$ cat src/hw/amem_pkg.sv
// package: register map, field layout, carriers and helpers of the axis motion error monitor
// Functional notes
// - all axes checked every cycle, always running
// - status AND mask non-zero raises error
// - servo enable output follows software switch
// - motion error turns servo enable off
// - error flag set, held until cleared
// - first faulting axis index captured, held
// - homing command clears error and status
// - driver reset resets driver and controller
// - axis0 bits 1,2,3 warn, comm, alarm
// - bits 4-7, 9-11 all axes; bit0 unused
// - bit8 axis0 only, bit12 axis1 only
// - per-axis mask, resets to 268
// - driver alarm sets axis0 bit3, input 24
// - driver code register, 99 hex when idle
// - warning sets input 25, loads code only
// - alarm clear command pulses driver clear
// - driver link fault sets status bit 2
package amem_pkg;
	localparam int AMEM_AXES = 3;
	localparam int AMEM_SW = 13;
	localparam int AMEM_AW = 8;
	localparam int AMEM_IRQ_W = 3;
	localparam int AMEM_CLK_NS = 8;
	localparam int AMEM_DRV_RST_NS = 1000;
	localparam int AMEM_DRV_RST_CYC = (AMEM_DRV_RST_NS + AMEM_CLK_NS - 1) / AMEM_CLK_NS;
	localparam int AMEM_DRST_CW = $clog2(AMEM_DRV_RST_CYC + 1);
	localparam int ST_FE_WARN = 1;
	localparam int ST_COMM = 2;
	localparam int ST_ALARM = 3;
	localparam int ST_FWD_LIM = 4;
	localparam int ST_REV_LIM = 5;
	localparam int ST_HOMING = 6;
	localparam int ST_HOLD = 7;
	localparam int ST_FE_LIM = 8;
	localparam int ST_FWD_SOFT = 9;
	localparam int ST_REV_SOFT = 10;
	localparam int ST_CANCEL = 11;
	localparam int ST_OVERSPEED = 12;
	localparam logic [AMEM_SW-1:0] AMEM_USE_AX0 = 13'h0ffe;
	localparam logic [AMEM_SW-1:0] AMEM_USE_AX1 = 13'h1ef0;
	localparam logic [AMEM_SW-1:0] AMEM_USE_AX2 = 13'h0ef0;
	localparam logic [AMEM_SW-1:0] AMEM_MASK_RST = 13'h010c;
	localparam logic [7:0] AMEM_CODE_IDLE = 8'h99;
	localparam logic [AMEM_AW-1:0] OFS_CTRL = 8'h00;
	localparam logic [AMEM_AW-1:0] OFS_STAT = 8'h04;
	localparam logic [AMEM_AW-1:0] OFS_MASK = 8'h08;
	localparam logic [AMEM_AW-1:0] OFS_FLAGS = 8'h14;
	localparam logic [AMEM_AW-1:0] OFS_CODE = 8'h20;
	localparam logic [AMEM_AW-1:0] OFS_DIN = 8'h24;
	localparam logic [AMEM_AW-1:0] OFS_ISTAT = 8'h28;
	localparam logic [AMEM_AW-1:0] OFS_IMASK = 8'h2c;
	localparam int CTRL_SERVO = 0;
	localparam int CTRL_HOME = 1;
	localparam int CTRL_DRST = 2;
	localparam int CTRL_DCLR = 3;
	localparam int STAT_ERR = 0;
	localparam int STAT_AXIS = 4;
	localparam int STAT_ALARM = 8;
	localparam int STAT_WARN = 9;
	localparam int IRQ_ERR = 0;
	localparam int IRQ_ALARM = 1;
	localparam int IRQ_WARN = 2;
	localparam int DIN_ALARM = 24;
	localparam int DIN_WARN = 25;
	localparam logic [1:0] AMEM_NO_SLOT = 2'h3;

	typedef struct packed {
		logic alarm;
		logic warning;
		logic comm_fault;
		logic [7:0] code;
	} amem_drv_s;

	typedef struct packed {
		logic fe_warn;
		logic fe_limit;
		logic fwd_limit;
		logic rev_limit;
		logic homing;
		logic feed_hold;
		logic fwd_soft;
		logic rev_soft;
		logic cancelling;
		logic overspeed;
	} amem_axis_s;

	function automatic logic [AMEM_SW-1:0] amem_axis_word(input amem_axis_s a);
		logic [AMEM_SW-1:0] w;
		w = '0;
		w[ST_FE_WARN] = a.fe_warn;
		w[ST_FWD_LIM] = a.fwd_limit;
		w[ST_REV_LIM] = a.rev_limit;
		w[ST_HOMING] = a.homing;
		w[ST_HOLD] = a.feed_hold;
		w[ST_FE_LIM] = a.fe_limit;
		w[ST_FWD_SOFT] = a.fwd_soft;
		w[ST_REV_SOFT] = a.rev_soft;
		w[ST_CANCEL] = a.cancelling;
		w[ST_OVERSPEED] = a.overspeed;
		return w;
	endfunction

	// word slot of a per-axis register block, or no slot
	function automatic logic [1:0] amem_slot(input logic [AMEM_AW-1:0] a,
		input logic [AMEM_AW-1:0] base);
		logic [AMEM_AW-1:0] d;
		d = a - base;
		if (a >= base && d < AMEM_AW'(4 * AMEM_AXES) && d[1:0] == 2'h0) begin
			return d[3:2];
		end
		return AMEM_NO_SLOT;
	endfunction
endpackage

$ cat src/hw/amem_top.sv
// top: APB registers, motion error capture, servo enable and driver alarm handling
//
// Chosen here: the placing of the registers and the APB slave port.
module amem_top
	import amem_pkg::*;
(
	input wire logic clk,
	input wire logic rstn,
	input wire logic psel,
	input wire logic penable,
	input wire logic pwrite,
	input wire logic [AMEM_AW-1:0] paddr,
	input wire logic [31:0] pwdata,
	output logic [31:0] prdata,
	output logic pready,
	output logic pslverr,
	input wire amem_drv_s drv_pins,
	input wire amem_axis_s [AMEM_AXES-1:0] axis_in,
	output logic servo_on,
	output logic driver_reset_command_out,
	output logic driver_alarm_clear_command_out,
	output logic motion_error,
	output logic irq
);
	logic rst_m_q;
	logic rst_n_s;
	amem_drv_s drv_m_q;
	amem_drv_s drv_s_q;
	logic [AMEM_SW-1:0] live [AMEM_AXES];
	logic [AMEM_SW-1:0] flags [AMEM_AXES];
	logic [AMEM_SW-1:0] mask_q [AMEM_AXES];
	logic [AMEM_AXES-1:0] match;
	logic match_any;
	logic [1:0] first_idx;
	logic err_q;
	logic [1:0] err_axis_q;
	logic servo_q;
	logic [7:0] code_q;
	logic alarm_p_q;
	logic warn_p_q;
	logic [AMEM_IRQ_W-1:0] ist_q;
	logic [AMEM_IRQ_W-1:0] imask_q;
	logic [AMEM_IRQ_W-1:0] evt;
	logic [AMEM_DRST_CW-1:0] drst_cnt_q;
	logic dclr_q;
	logic [31:0] prdata_q;
	logic pslverr_q;
	logic [31:0] rd_val;
	logic rd_hit;
	logic setup;
	logic wr_en;
	logic wr_ctrl;
	logic home_pulse;
	logic drst_pulse;
	logic dclr_pulse;
	logic clr_err;
	logic [1:0] wr_mslot;
	logic [1:0] rd_mslot;
	logic [1:0] rd_fslot;

	// reset release through two flops
	always_ff @(posedge clk or negedge rstn) begin
		if (!rstn) begin
			rst_m_q <= 1'b0;
			rst_n_s <= 1'b0;
		end else begin
			rst_m_q <= 1'b1;
			rst_n_s <= rst_m_q;
		end
	end

	// driver pins come from another unit
	always_ff @(posedge clk or negedge rst_n_s) begin
		if (!rst_n_s) begin
			drv_m_q <= '0;
			drv_s_q <= '0;
		end else begin
			drv_m_q <= drv_pins;
			drv_s_q <= drv_m_q;
		end
	end

	assign setup = psel && !penable;
	assign wr_en = psel && penable && pwrite;
	assign wr_ctrl = wr_en && paddr == OFS_CTRL;
	assign home_pulse = wr_ctrl && pwdata[CTRL_HOME];
	assign drst_pulse = wr_ctrl && pwdata[CTRL_DRST];
	assign dclr_pulse = wr_ctrl && pwdata[CTRL_DCLR];
	assign clr_err = home_pulse || drst_pulse;
	assign wr_mslot = amem_slot(paddr, OFS_MASK);
	assign rd_mslot = amem_slot(paddr, OFS_MASK);
	assign rd_fslot = amem_slot(paddr, OFS_FLAGS);

	// live status words, driver conditions on axis 0
	always_comb begin
		for (int i = 0; i < AMEM_AXES; i++) begin
			live[i] = amem_axis_word(axis_in[i]);
		end
		live[0][ST_COMM] = drv_s_q.comm_fault;
		live[0][ST_ALARM] = drv_s_q.alarm;
	end

	amem_axis_eval #(.USE(AMEM_USE_AX0)) u_ax0 (
		.clk(clk),
		.rst_n(rst_n_s),
		.live(live[0]),
		.mask(mask_q[0]),
		.clear(clr_err),
		.flags(flags[0]),
		.match(match[0])
	);

	amem_axis_eval #(.USE(AMEM_USE_AX1)) u_ax1 (
		.clk(clk),
		.rst_n(rst_n_s),
		.live(live[1]),
		.mask(mask_q[1]),
		.clear(clr_err),
		.flags(flags[1]),
		.match(match[1])
	);

	amem_axis_eval #(.USE(AMEM_USE_AX2)) u_ax2 (
		.clk(clk),
		.rst_n(rst_n_s),
		.live(live[2]),
		.mask(mask_q[2]),
		.clear(clr_err),
		.flags(flags[2]),
		.match(match[2])
	);

	assign match_any = |match;

	// lowest axis wins a tie
	always_comb begin
		first_idx = 2'h0;
		for (int i = AMEM_AXES - 1; i >= 0; i--) begin
			if (match[i]) begin
				first_idx = 2'(i);
			end
		end
	end

	// error wins over a clear in the same cycle
	always_ff @(posedge clk or negedge rst_n_s) begin
		if (!rst_n_s) begin
			err_q <= 1'b0;
		end else if (match_any) begin
			err_q <= 1'b1;
		end else if (clr_err) begin
			err_q <= 1'b0;
		end
	end

	always_ff @(posedge clk or negedge rst_n_s) begin
		if (!rst_n_s) begin
			err_axis_q <= 2'h0;
		end else if (match_any && !err_q) begin
			err_axis_q <= first_idx;
		end
	end

	// servo switch: error forces off
	always_ff @(posedge clk or negedge rst_n_s) begin
		if (!rst_n_s) begin
			servo_q <= 1'b0;
		end else if (match_any) begin
			servo_q <= 1'b0;
		end else if (drst_pulse) begin
			servo_q <= 1'b0;
		end else if (wr_ctrl) begin
			servo_q <= pwdata[CTRL_SERVO];
		end
	end

	// driver code: idle value unless alarm or warning
	always_ff @(posedge clk or negedge rst_n_s) begin
		if (!rst_n_s) begin
			code_q <= AMEM_CODE_IDLE;
		end else if (drv_s_q.alarm || drv_s_q.warning) begin
			code_q <= drv_s_q.code;
		end else begin
			code_q <= AMEM_CODE_IDLE;
		end
	end

	// driver reset pin held for a fixed time
	always_ff @(posedge clk or negedge rst_n_s) begin
		if (!rst_n_s) begin
			drst_cnt_q <= '0;
		end else if (drst_pulse) begin
			drst_cnt_q <= AMEM_DRST_CW'(AMEM_DRV_RST_CYC);
		end else if (drst_cnt_q != '0) begin
			drst_cnt_q <= drst_cnt_q - 1'b1;
		end
	end

	always_ff @(posedge clk or negedge rst_n_s) begin
		if (!rst_n_s) begin
			dclr_q <= 1'b0;
		end else begin
			dclr_q <= dclr_pulse;
		end
	end

	always_ff @(posedge clk or negedge rst_n_s) begin
		if (!rst_n_s) begin
			for (int i = 0; i < AMEM_AXES; i++) begin
				mask_q[i] <= AMEM_MASK_RST;
			end
		end else if (wr_en && wr_mslot != AMEM_NO_SLOT) begin
			mask_q[wr_mslot] <= pwdata[AMEM_SW-1:0];
		end
	end

	assign evt[IRQ_ERR] = match_any && !err_q;
	assign evt[IRQ_ALARM] = drv_s_q.alarm && !alarm_p_q;
	assign evt[IRQ_WARN] = drv_s_q.warning && !warn_p_q;

	always_ff @(posedge clk or negedge rst_n_s) begin
		if (!rst_n_s) begin
			alarm_p_q <= 1'b0;
			warn_p_q <= 1'b0;
		end else begin
			alarm_p_q <= drv_s_q.alarm;
			warn_p_q <= drv_s_q.warning;
		end
	end

	// sticky events, write one clears, new event wins
	always_ff @(posedge clk or negedge rst_n_s) begin
		if (!rst_n_s) begin
			ist_q <= '0;
		end else if (wr_en && paddr == OFS_ISTAT) begin
			ist_q <= (ist_q & ~pwdata[AMEM_IRQ_W-1:0]) | evt;
		end else begin
			ist_q <= ist_q | evt;
		end
	end

	always_ff @(posedge clk or negedge rst_n_s) begin
		if (!rst_n_s) begin
			imask_q <= '0;
		end else if (wr_en && paddr == OFS_IMASK) begin
			imask_q <= pwdata[AMEM_IRQ_W-1:0];
		end
	end

	always_comb begin
		rd_val = '0;
		rd_hit = 1'b1;
		if (rd_mslot != AMEM_NO_SLOT) begin
			rd_val[AMEM_SW-1:0] = mask_q[rd_mslot];
		end else if (rd_fslot != AMEM_NO_SLOT) begin
			rd_val[AMEM_SW-1:0] = flags[rd_fslot];
		end else begin
			case (paddr)
				OFS_CTRL: rd_val[CTRL_SERVO] = servo_q;
				OFS_STAT: begin
					rd_val[STAT_ERR] = err_q;
					rd_val[STAT_AXIS +: 2] = err_axis_q;
					rd_val[STAT_ALARM] = drv_s_q.alarm;
					rd_val[STAT_WARN] = drv_s_q.warning;
				end
				OFS_CODE: rd_val[7:0] = code_q;
				OFS_DIN: begin
					rd_val[DIN_ALARM] = drv_s_q.alarm;
					rd_val[DIN_WARN] = drv_s_q.warning;
				end
				OFS_ISTAT: rd_val[AMEM_IRQ_W-1:0] = ist_q;
				OFS_IMASK: rd_val[AMEM_IRQ_W-1:0] = imask_q;
				default: rd_hit = 1'b0;
			endcase
		end
	end

	// answer prepared in setup, zero wait access
	always_ff @(posedge clk or negedge rst_n_s) begin
		if (!rst_n_s) begin
			prdata_q <= '0;
			pslverr_q <= 1'b0;
		end else if (setup) begin
			prdata_q <= pwrite ? '0 : rd_val;
			pslverr_q <= !rd_hit;
		end
	end

	assign prdata = prdata_q;
	assign pslverr = pslverr_q;
	assign pready = 1'b1;
	assign servo_on = servo_q;
	assign motion_error = err_q;
	assign driver_reset_command_out = drst_cnt_q != '0;
	assign driver_alarm_clear_command_out = dclr_q;
	assign irq = |(ist_q & imask_q);
endmodule

$ cat src/hw/amem_axis_eval.sv
// one axis: condition flag word, mask compare
module amem_axis_eval
	import amem_pkg::*;
#(
	parameter logic [AMEM_SW-1:0] USE = '0
) (
	input wire logic clk,
	input wire logic rst_n,
	input wire logic [AMEM_SW-1:0] live,
	input wire logic [AMEM_SW-1:0] mask,
	input wire logic clear,
	output logic [AMEM_SW-1:0] flags,
	output logic match
);
	logic [AMEM_SW-1:0] flags_q;
	logic [AMEM_SW-1:0] flags_d;
	logic [AMEM_SW-1:0] now;

	// bits not present on this axis never set
	// a clear drops held bits before the compare, live bits still count
	assign now = (live | (clear ? '0 : flags_q)) & USE;
	assign match = |(now & mask);
	// live conditions win over a clear
	assign flags_d = (live & USE) | (clear ? '0 : flags_q);

	always_ff @(posedge clk or negedge rst_n) begin
		if (!rst_n) begin
			flags_q <= '0;
		end else begin
			flags_q <= flags_d;
		end
	end

	assign flags = flags_q;
endmodule

$ cat config.mk
export PLATFORM = sky130hd
export DESIGN_NAME = amem_top
export DESIGN_NICKNAME = d
export VERILOG_FILES = /design/src/hw/amem_pkg.sv /design/src/hw/amem_top.sv /design/src/hw/amem_axis_eval.sv
export SDC_FILE = /design/constraint.sdc
export NUM_CORES = 1
export LEC_CHECK = 0
export BUFFER_PORTS_ARGS = -buffer_cell sky130_fd_sc_hd__buf_2
export CORE_MARGIN = 2
export CORE_UTILIZATION = 50
export DETAILED_ROUTE_END_ITERATION = 8
export PLACE_DENSITY = 0.82
export SKIP_CTS_REPAIR_TIMING = 1
export SYNTH_ARGS = -nofsm -noshare
export SYNTH_HDL_FRONTEND = slang
export SYNTH_SLANG_ARGS = --single-unit
$ cat constraint.sdc
create_clock -name clk -period 4.25 [get_ports clk]
set_input_delay 0.425 -clock clk [delete_from_list [all_inputs] [get_ports clk]]
set_output_delay 0.425 -clock clk [all_outputs]
set_load 0.01 [all_outputs]
==> metrics.md <==
| Metric | Value |
|---|---|
| Port Buffers | `81` |
| Cell count after synthesis | `516` |
| Pwr Density | `428 nW/µm²` |
| Kind of critical path | `in -> reg` |
| Sequential-to-total area share from yosys stat | `54.8%` |
| Syn avg cell area | `11.8 µm²` |
| Routed WL per cell | `20.0 µm` |
| Final std cells w/o fill | `764` |
| Crit path cell chain | `buf_2 > inv_1 > ha_1 > and4_1 > nand4_4 > buf_4 > a21o_1 > a22oi_1 > nand4_1 > nor3_1 > o21ai_1` |
| Post-Route WL | `15300 µm` |
| Clk buf depth | `2` |
| H-tree depth | `4` |
| Endpoints failing hold | `0` |
| Ys Warns | `0` |
| Reg2reg path depth | `6` |
| Worst-path maximum fanout | `13` |
| Hold path cells | `1` |
| NumNets Final | `700` |
| Status | `finished clean` |
| Tcrit/Tclk final | `between 60% and 70%` |
| Slew Limit Headroom | `a little over two fifths` |
| Mapped cell area | `6100 µm²` |
| Final setup viols | `0` |
| Worst setup EP type | `flip-flop` |
| DR pass1 iterations | `5` |
| Num ports | `125` |
| Worst-path clk slew | `60 ps` |
| Largest net degree at the start of global routing | `59` |
| Hpwl dp | `10900 µm` |
| Most frequent cells in the layout | `dfrtp_1 (119), buf_2 (81), mux2_2 (56)` |
| Hold Path Sink | `drv_m_q[8]` |
| Netlist cell types | `61` |
| CTS root buf | `clkbuf_16` |
| CP startpoint | `paddr[3]` |
| Setup Skew | `5.12 ps` |
| N_diodes | `0` |
| Die area | `13100 µm²` |
| Reg2reg setup slack | `2280 ps` |
| Total CTS buffers | `17` |
| Most used DFF post-synth | `dfrtp_1` |
| Required @ worst endpoint | `4530 ps` |
| Post-synth EDFFs | `0` |
| Most common cell after layout, fill and taps aside | `dfrtp_1` |
| Clock Sinks | `133` |
| Via density | `between 5 and 6` |
| Placed Cells | `around 730` |
| FF-to-FF End | `ist_q[0]` |
| Worst path slowest cell | `ha_1` |
| Maximum clock frequency | `around 350 MHz` |
| Starting DRC count in detailed routing | `~400` |
| Min-delay worst type | `in -> reg` |
| Crit-path max cell delay | `370 ps` |
| Worst setup margin | `about 1400 ps` |
| DRT antenna net count | `0` |
| HP Start | `drv_pins[8]` |
| Final period demand of the worst path | `2860 ps` |
| Min Hold Slack | `120 ps` |
| Gr usage total | `24.5%` |
| Global route total overflow | `0` |
| Vias in the first global route | `4546` |
| Worst-Skew Late Latency | `410 ps` |
| Share of layout cells above drive strength 1 | `33.9%` |
| # fillers | `a little over 900` |
| WP buf/inv | `3` |
| Synthesis-to-layout area growth | `17.8%` |
| CTS tree | `done` |
| Critical Path Stages | `11` |
| MaxCap Viol Count | `0` |
| DP Worst Slack | `1040 ps` |
| First-pass GRT wire length | `24300 µm` |
| Final Total Pwr | `roughly 3 mW` |
| Chip Width | `roughly 110 µm` |
| Unrepaired setup endpoints after global routing | `no` |
| Slew Viols, Final | `0` |
| Synth async-reset ratio | `100%` |
| Via count | `4538` |
| Initial antenna violation count | `0` |
| # DRC | `0` |
| Least-Margin Pin Slew | `approximately 850 ps` |
| Worst r2r src | `drv_s_q[10]` |
| Die H | `114 µm` |
| Row count | `40` |
| Startpoint type of the worst setup path | `input port` |
| Initial Util | `51.0%` |
| Leakage power | `3.35 nW` |
| Core area | `12000 µm²` |
| Peak supply drop | `~0.00022 V` |
| Crit path max-delay family | `simple AND/OR/NAND/NOR gates` |
| Post-route setup TNS | `0 ps` |
| Crit path DAT | `3150 ps` |
| Placer Congestion | `0.893` |
| Flops & latches, synth | `~130` |
[cells in the mapped netlist (8+ instances only)]
cell	number	area share [%]
and3_1	8	0.82
mux2_2	56	10
dfstp_2	13	5.6
ha_1	10	2.0
mux2i_1	8	1.3
o21ai_0	23	1.9
nand2_1	39	2.4
dfrtp_1	120	49
buf_4	20	2.5
nand3_1	8	0.66
inv_1	10	0.61
a21o_1	24	3.0
o22ai_1	14	1.4
nor2_1	18	1.1
a21oi_1	19	1.6
clkbuf_1	13	0.80
a22oi_1	8	0.98
[state kept, by name (all words and copies together), names as in the netlist, 3 cells and up]
name and cells:
mask_q 39, prdata 15, drv_m_q 11, drv_s_q 11, u_ax0.flags 11, code_q 8, u_ax1.flags 8, drst_cnt_q 7
u_ax2.flags 7, imask_q 3, ist_q 3
[logic make-up after synthesis]
kind of cell,Yosys count,share of synthesized area [%]
AO/OA/AOI/OAI,136,15.9
XOR/XNOR,5,0.717
adder cells (fa/ha/maj),10,2.05
buffers and inverters,51,4.51
flip-flops,133,54.8
multiplexers,64,11.6
other,2,0.123
AND/OR/NAND/NOR,115,10.2
[cell type report]
class	instances	area (µm²)	share of cell area, %
Clock buffer	24	502	6.98
Clock inverter	8	72.6	1.01
Inverter	10	37.5	0.522
Multi-Input combinational cell	349	2550	35.4
Sequential cell	133	3350	46.6
Tap cell	147	184	2.56
Timing Repair Buffer	93	498	6.93
[layer usage]
metal  GRT usage (%)  share of wire (%)
met5               0                  0
met4            9.27                2.7
met3            6.30                6.1
met2            39.0                 48
met1            32.5                 43
[where the power goes]
group / internal, mW / leakage [nW] / total, mW / switching (mW)
logic: 0.124 / 1.51 / 0.303 / 0.179
clock network: 0.877 / 0.278 / 1.39 / 0.513
registers: 1.33 / 1.57 / 1.38 / 0.0517
[worst max path at each step]
stage | to
after floorplan | alarm_p_q
after global placement | ist_q[0]
after detailed placement | ist_q[0]
after CTS | ist_q[0]
after global routing | ist_q[0]
final | ist_q[0]
[metrics by stage]
step	util (%)	instance area, µm²
global placement	55.2	6610
floorplan	-	6170
finish	60.1	7190
detailed placement	55.2	6610
global route	60.1	7190
CTS	60.0	7180
[worst register-to-register path, delay by kind of cell (launching register included)]
kind	cells	cell delay, ps
AO/OA/AOI/OAI	3	670
AND/OR/NAND/NOR	2	560
buffers and inverters	1	140
flip-flops	1	470
(Power assumes the default switching activity.)
